--- config.mk ---
export PLATFORM = sky130hd
export DESIGN_NAME = wdt_core
export DESIGN_NICKNAME = d
export VERILOG_FILES = /design/src/wdt_pkg.sv /design/src/wdt_tick_sync.sv /design/src/wdt_core.sv
export SDC_FILE = /design/constraint.sdc
export NUM_CORES = 1
export LEC_CHECK = 0
export ABC_AREA = 0
export BUFFER_PORTS_ARGS = -buffer_cell sky130_fd_sc_hd__buf_2
export CAP_MARGIN = 10
export CORE_UTILIZATION = 40
export CTS_CLUSTER_DIAMETER = 60
export DETAILED_ROUTE_END_ITERATION = 12
export PLACE_DENSITY_LB_ADDON = 0.25
export RECOVER_POWER = 50
export SLEW_MARGIN = 20
export SYNTH_ARGS = -nofsm -noshare
export SYNTH_HDL_FRONTEND = slang
export SYNTH_SLANG_ARGS = --single-unit
--- constraint.sdc ---
create_clock -name core_clk -period 2.6 [get_ports core_clk]
set_input_delay 0.52 -clock core_clk [delete_from_list [all_inputs] [get_ports core_clk]]
set_output_delay 0.52 -clock core_clk [all_outputs]
set_load 0.01 [all_outputs]
--- src/wdt_pkg.sv ---
// package for the watchdog timer block: constants, types
// assumes core_clk at 50 MHz and a 32 kHz tick source sampled on it
`default_nettype none
package wdt_pkg;
  // clock and time figures
  localparam int unsigned core_clk_hz = 50000000;
  localparam int unsigned rc_osc_hz = 32000;
  // prescaler lengths (5-bit and 7-bit)
  localparam int unsigned pre_short_div = 32;
  localparam int unsigned pre_long_div = 128;
  localparam logic [6:0] pre_short_last = 7'h1f;
  localparam logic [6:0] pre_long_last = 7'h7f;
  // postscaler field width and count width
  localparam int unsigned post_sel_w = 4;
  localparam int unsigned post_cnt_w = 15;
  // reset values
  localparam logic [6:0] pre_reset = 7'h00;
  localparam logic [14:0] post_reset = 15'h0000;
  // window mode: final quarter of the period
  localparam int unsigned window_shift = 2;

  typedef enum logic [1:0]
  {
    wdt_off = 2'b00,
    wdt_run = 2'b01,
    wdt_fire = 2'b11
  } wdt_state_type;

  // configuration word fields
  typedef struct packed
  {
    logic config_watchdog_enable;
    logic window_disable;
    logic prescale_select;
    logic [3:0] postscale_select;
  } wdt_config_type;

  // clearing events from the core
  typedef struct packed
  {
    logic watchdog_clear_instr;
    logic power_save_instr;
    logic power_save_exit;
    logic clock_switch_done;
  } wdt_clear_type;
endpackage : wdt_pkg
`default_nettype wire

--- src/wdt_tick_sync.sv ---
// two-stage synchroniser plus rising-edge detector for the rc clock
// assumes the rc clock is much slower than core_clk
`timescale 1ns/10ps
`default_nettype none
module wdt_tick_sync
(
  // clock and reset
  input wire logic core_clk,
  input wire logic reset_n,
  // async rc oscillator clock in, tick out
  input wire logic async_clk,
  output logic tick
);
  logic [2:0] sync_q;
  logic [2:0] sync_d;
  logic tick_q;
  logic tick_d;

  always_comb
  begin
    sync_d = {sync_q[1:0], async_clk};
    // only stages 1 and 2 feed the edge detector
    tick_d = sync_q[1] & ~sync_q[2];
  end

  always_ff @(posedge core_clk or negedge reset_n)
  begin
    if (!reset_n)
    begin
      // all ones: no false tick if the rc clock is high at release
      sync_q <= 3'h7;
      tick_q <= 1'b0;
    end
    else
    begin
      sync_q <= sync_d;
      tick_q <= tick_d;
    end
  end

  assign tick = tick_q;
endmodule : wdt_tick_sync
`default_nettype wire

--- src/wdt_core.sv ---
// watchdog timer: prescaler, postscaler, window check, time-out actions
// assumes the rc oscillator arrives on low_power_rc_osc and core events
// are one-cycle pulses on core_clk
`timescale 1ns/10ps
`default_nettype none
// Function
// - counts rc oscillator; enable powers it
// - prescaler divides 32 or 128
// - prescale period about 1 or 4 ms
// - four-bit postscaler, sixteen ratio settings
// - resets, power-save, exit, clear zero counters
// - completed clock switch zeroes counters
// - keeps counting during sleep and idle
// - time-out in sleep wakes, no reset
// - config enable forces watchdog on
// - time-out flag sticky until software clears
// - config off: soft enable bit controls
// - soft enable cleared by reset_n, kept on time-out reset
// - early clear in window mode resets
// - wake and reset keep sleep flag
module wdt_core
(
  // clock and reset
  input wire logic core_clk,
  input wire logic reset_n,
  // rc oscillator
  input wire logic low_power_rc_osc,
  output logic low_power_rc_osc_enable,
  // configuration word
  input wire wdt_pkg::wdt_config_type watchdog_config_word,
  // software enable bit
  input wire logic soft_enable_set,
  input wire logic soft_enable_clear,
  output logic soft_watchdog_enable,
  // core events
  input wire wdt_pkg::wdt_clear_type clear_events,
  input wire logic in_power_save,
  // status flags
  input wire logic timeout_flag_clear,
  input wire logic sleep_flag_clear,
  output logic timeout_flag,
  output logic sleep_flag,
  // actions
  output logic watchdog_reset,
  output logic watchdog_wake
);
  logic tick;
  logic enabled;
  logic clear_all;
  logic pre_done;
  logic post_done;
  logic early_clear;
  logic [6:0] pre_last;
  logic [14:0] post_last;
  logic [14:0] window_start;
  logic [6:0] pre_q;
  logic [6:0] pre_d;
  logic [14:0] post_q;
  logic [14:0] post_d;
  logic soft_en_q;
  logic soft_en_d;
  logic to_flag_q;
  logic to_flag_d;
  logic sleep_q;
  logic sleep_d;
  logic rst_q;
  logic rst_d;
  logic wake_q;
  logic wake_d;
  logic osc_en_q;
  logic osc_en_d;
  wdt_pkg::wdt_state_type state_q;
  wdt_pkg::wdt_state_type state_d;

  // rc clock sampled as count source
  wdt_tick_sync u_sync
  (
    .core_clk(core_clk),
    .reset_n(reset_n),
    .async_clk(low_power_rc_osc),
    .tick(tick)
  );

  always_comb
  begin
    enabled = watchdog_config_word.config_watchdog_enable | soft_en_q;
    pre_last = watchdog_config_word.prescale_select ? wdt_pkg::pre_long_last : wdt_pkg::pre_short_last;
    post_last = 15'((32'h1 << watchdog_config_word.postscale_select) - 32'h1);
    window_start = post_last - 15'(post_last >> wdt_pkg::window_shift);
    early_clear = clear_events.watchdog_clear_instr & enabled & ~in_power_save
      & ~watchdog_config_word.window_disable & (post_q < window_start);
    clear_all = clear_events.watchdog_clear_instr | clear_events.power_save_instr
      | clear_events.power_save_exit | clear_events.clock_switch_done | ~enabled;
    pre_done = tick & (pre_q == pre_last);
    post_done = pre_done & (post_q == post_last);
  end

  // counters
  always_comb
  begin
    pre_d = pre_q;
    post_d = post_q;
    if (clear_all)
    begin
      pre_d = wdt_pkg::pre_reset;
      post_d = wdt_pkg::post_reset;
    end
    // counts regardless of sleep or idle
    else if (tick)
    begin
      if (pre_done)
      begin
        pre_d = wdt_pkg::pre_reset;
        post_d = post_done ? wdt_pkg::post_reset : post_q + 15'h0001;
      end
      else
      begin
        pre_d = pre_q + 7'h01;
      end
    end
  end

  // control state, flags and actions
  always_comb
  begin
    state_d = state_q;
    rst_d = 1'b0;
    wake_d = 1'b0;
    // soft enable held only by the core
    soft_en_d = soft_en_q;
    if (soft_enable_set)
      soft_en_d = 1'b1;
    else if (soft_enable_clear)
      soft_en_d = 1'b0;
    osc_en_d = enabled;
    // sticky flag, set wins over clear
    to_flag_d = to_flag_q & ~timeout_flag_clear;
    sleep_d = sleep_q & ~sleep_flag_clear;
    if (clear_events.power_save_instr)
      sleep_d = 1'b1;
    case (state_q)
      wdt_pkg::wdt_off:
      begin
        if (enabled)
          state_d = wdt_pkg::wdt_run;
      end
      wdt_pkg::wdt_run:
      begin
        if (!enabled)
          state_d = wdt_pkg::wdt_off;
        else if ((post_done && !clear_all) || early_clear)
          state_d = wdt_pkg::wdt_fire;
      end
      wdt_pkg::wdt_fire:
      begin
        state_d = enabled ? wdt_pkg::wdt_run : wdt_pkg::wdt_off;
        to_flag_d = 1'b1;
        if (in_power_save && !early_clear)
          wake_d = 1'b1;
        else
          rst_d = 1'b1;
      end
      default:
      begin
        state_d = wdt_pkg::wdt_off;
      end
    endcase
  end

  always_ff @(posedge core_clk or negedge reset_n)
  begin
    if (!reset_n)
    begin
      pre_q <= wdt_pkg::pre_reset;
      post_q <= wdt_pkg::post_reset;
      state_q <= wdt_pkg::wdt_off;
      soft_en_q <= 1'b0;
      to_flag_q <= 1'b0;
      sleep_q <= 1'b0;
      rst_q <= 1'b0;
      wake_q <= 1'b0;
      osc_en_q <= 1'b0;
    end
    else
    begin
      pre_q <= pre_d;
      post_q <= post_d;
      state_q <= state_d;
      soft_en_q <= soft_en_d;
      to_flag_q <= to_flag_d;
      sleep_q <= sleep_d;
      rst_q <= rst_d;
      wake_q <= wake_d;
      osc_en_q <= osc_en_d;
    end
  end

  assign low_power_rc_osc_enable = osc_en_q;
  assign soft_watchdog_enable = soft_en_q;
  assign timeout_flag = to_flag_q;
  assign sleep_flag = sleep_q;
  assign watchdog_reset = rst_q;
  assign watchdog_wake = wake_q;
endmodule : wdt_core
`default_nettype wire

==> impl_metrics.py <==
metrics = {
    "logic_synthesis": {
        "avgSynthCellArea_um2": 7.91,
        "synth_common_cells": "nand2_1 (52), nor2_1 (35), dfrtp_1 (31)",
        "synth_flop_cell": "dfrtp_1",
        "synth_cells": 418,
        "synth.area.top_cells": "dfrtp_1 (23%), ha_1 (9.5%), nand2_1 (5.9%)",
        "yosysWarnings": 0,
        "synth-async-reset-ratio_pct": 100,
        "yosysSeqAreaShare_pct": 25.8,
        "syn-cell-area_um2": 3310,
        "synth.largest_area_cell": "dfrtp_1",
        "ys_seq_elements": 34,
        "yosysTopAreaCellShare_pct": 23.5,
        "synth.distinct_cells": 67,
        "synth-edff-count": 0,
        "synth_most_common_cell": "nand2_1",
        "synth_nets": 463,
    },
    "global_route": {
        "antenna_found_initial": 0,
        "grtUsageTotal_pct": 23.4,
        "grt_pass1_vias": 3276,
        "grt_max_degree": 35,
        "overflow": 0,
        "grt_pass1_wl_um": 16200,
    },
    "placement": {
        "place.gp.congestion": 0.897,
        "dp.cells": 600,
        "hpwl_um": 7100,
        "port_buffers": 24,
        "post_dp_cell_area_um2": 4120,
    },
    "clock_network": {
        "cts_tree": "built",
        "clock-root-buffer": "clkbuf_8",
        "cts_buffer_depth": 2,
        "clock_sinks": 34,
        "htree_num_levels": 2,
        "cts-buffers-inserted": 5,
        "clk_latency_ps": 280,
        "clkTransAtPathRegs_ps": 70,
        "hold_buffers": 0,
    },
    "final_layout": {
        "post-route-util_pct": 56.5,
        "fillers": 729,
        "finalInstanceArea_um2": 4430,
        "insertedDiodeCount": 0,
        "instances_no_fill": 616,
        "syn_to_final_growth_pct": 34.1,
        "fin_nets": 558,
        "drive_above_1_share_pct": 32.1,
    },
    "route": {
        "drt_pass1_iterations": 5,
        "drtAntennaViolNets": 0,
        "num_vias": 3437,
        "post_drt_via_cell_ratio": 5.58,
        "drt-total-wl_um": 9600,
        "drt-initial-drc-count": 223,
        "routedWlPerCell_um": 15.6,
        "drc_errors": 0,
    },
    "setup_path": {
        "cpMostUsedCell": "ha_4",
        "criticalPathCategory": "in2reg",
        "critPathArrivalTime_ps": 4060,
        "crit_chain": "buf_8 -> nor2_4 -> nand3b_1 -> ha_4 -> or3_1 -> a21o_1 -> and2_4 -> ha_4 -> o21ai_4 -> a311oi_4 -> mux2i_1 -> o22ai_1 -> xor2_1 -> ha_1 -> nand4_1 -> nor2_1 -> a221oi_2 -> o21ai_2 -> a2111oi_2",
        "cp_max_fo": 4,
        "max_stage_delay_ps": 330,
        "cp.required_ps": 2770,
        "path_buf_inv": 1,
        "slowest_stage": "a311oi_4",
        "cp-end-kind": "register",
        "crit_family": "compound AO/OA/AOI/OAI gates",
        "start_kind": "primary input",
    },
    "min_path": {
        "hold_path.class": "in2reg",
    },
    "sta": {
        "final-setup-viol-count": 16,
        "finalCriticalPeriod_ps": 3890,
        "maxSlewHeadroom_pct": -18.4,
        "timing.fmax_ghz": 0.257,
        "skew_ps": 9.06,
        "slew_viol_final": 35,
        "rsz0062_at_grt": "yes",
        "worst_slack_ps": -1290,
        "period_share_pct": 150,
        "finalHoldViolations": 0,
        "max_slew.worst_pin.slew_ps": 1780,
    },
    "die": {
        "die-area_um2": 8640,
        "die_width_um": 92.9,
        "start_util_pct": 42.1,
        "core_area_um2": 7850,
        "num_rows": 32,
        "io_pins": 25,
        "die_h_um": 92.9,
    },
    "pwr": {
        "cellPowerDensity_nw_per_um2": 344,
        "peakVddDrop_uv": 390,
        "total_leakage_power_uw": 0.00201,
    },
    "status": {
        "violations": "max-capacitance violations, max-slew violations, negative setup slack",
        "outcome": "complete, but fails checks",
    },
    "run": {
        "maxCapViolCount": 1,
    },
}
==> power breakdown <==
part           leakage [uW]  total [uW]  switching, uW  internal, uW
logic               0.00152         580            299           282
registers          0.000448         546           5.98           540
clock network     0.0000472         401            188           213
==> cells in the final DEF (no fill, tap or decap), types with 16 or more instances in the layout <==
cell type	n
buf_4	80
nand2_1	50
nor2_1	31
dfrtp_1	31
inv_1	21
ha_1	21
buf_2	21
nor3_1	20
nand3_1	17
a21oi_1	16
==> per-stage QoR <==
step	setup slack [ps]	hold slack [ps]	total power [uW]	TNS, ps
after global routing	-1500	321	1620	-8510
after CTS	-1240	316	1520	-7950
after detailed placement	-1600	347	1080	-11550
after floorplan	-1550	224	882	-2540
after global placement	-1560	349	1070	-11140
final	-1290	335	1530	-7150
==> worst paths after layout <==
path	depth (start not counted)	end	slack [ps]	startpoint
setup / recovery	19	state_q[1]$_DFFE_PN0P_	-1290	watchdog_config_word[2]
hold / removal	1	u_sync.sync_q[0]$_DFF_PN1_	340	low_power_rc_osc
setup reg to reg	7	state_q[1]$_DFFE_PN0P_	230	pre_q[5]$_DFFE_PN0P_
hold reg to reg	0	u_sync.sync_q[1]$_DFF_PN1_	360	u_sync.sync_q[0]$_DFF_PN1_
max in group asynchronous	1	post_q[5]$_DFFE_PN0P_	860	reset_n
min in group asynchronous	1	watchdog_reset$_DFF_PN0_	700	reset_n
==> worst reg2reg max path, delay by kind of cell, from the launching register on <==
kind	cells	cell delay (ps)
and+or+nand+nor	5	1210
AOI/OAI and AO/OA	2	650
DFF	1	410
==> routing by layer <==
layer  share of wire [%]  routed length (um)  track usage [%]
met5                   0                   0                0
met4                 1.3                 121             3.59
met3                 4.9                 475             3.12
met2                  48                4580             38.6
met1                  46                4420             33.1
==> cell type report <==
| class | count | area (um^2) | area share [%] |
|---|---|---|---|
| Clock buffer | 6 | 82.6 | 1.86 |
| Clock inverter | 2 | 12.5 | 0.282 |
| Tap cell | 102 | 128 | 2.88 |
| Sequential cell | 34 | 855 | 19.3 |
| Inverter | 22 | 85.1 | 1.92 |
| Timing Repair Buffer | 112 | 818 | 18.5 |
| Multi-Input combinational cell | 338 | 2450 | 55.3 |
==> sequential cells by signal, summed over array words and instances (netlist names) <==
register	flops
post_q	15
pre_q	7
u_sync.sync_q	3
state_q	2
low_power_rc_osc_enable	1
sleep_flag	1
soft_watchdog_enable	1
timeout_flag	1
u_sync.tick	1
watchdog_reset	1
watchdog_wake	1
==> cells by family after synthesis <==
| family | synth area share [%] |
|---|---|
| AO/OA/AOI/OAI | 21.6 |
| XOR/XNOR | 5.56 |
| multiplexers | 1.55 |
| adder cells (fa/ha/maj) | 10.1 |
| flip-flops | 25.8 |
| buffers and inverters | 6.36 |
| AND/OR/NAND/NOR | 29.0 |
==> what timing repair did <==
item	4_1_cts	5_1_grt
setup endpoints to repair	16	16
buffers inserted	6	2
pin swaps	13	10
resized for setup	36	6
cloned	1	0
No activity file was read; power rests on OpenSTA's default activity.
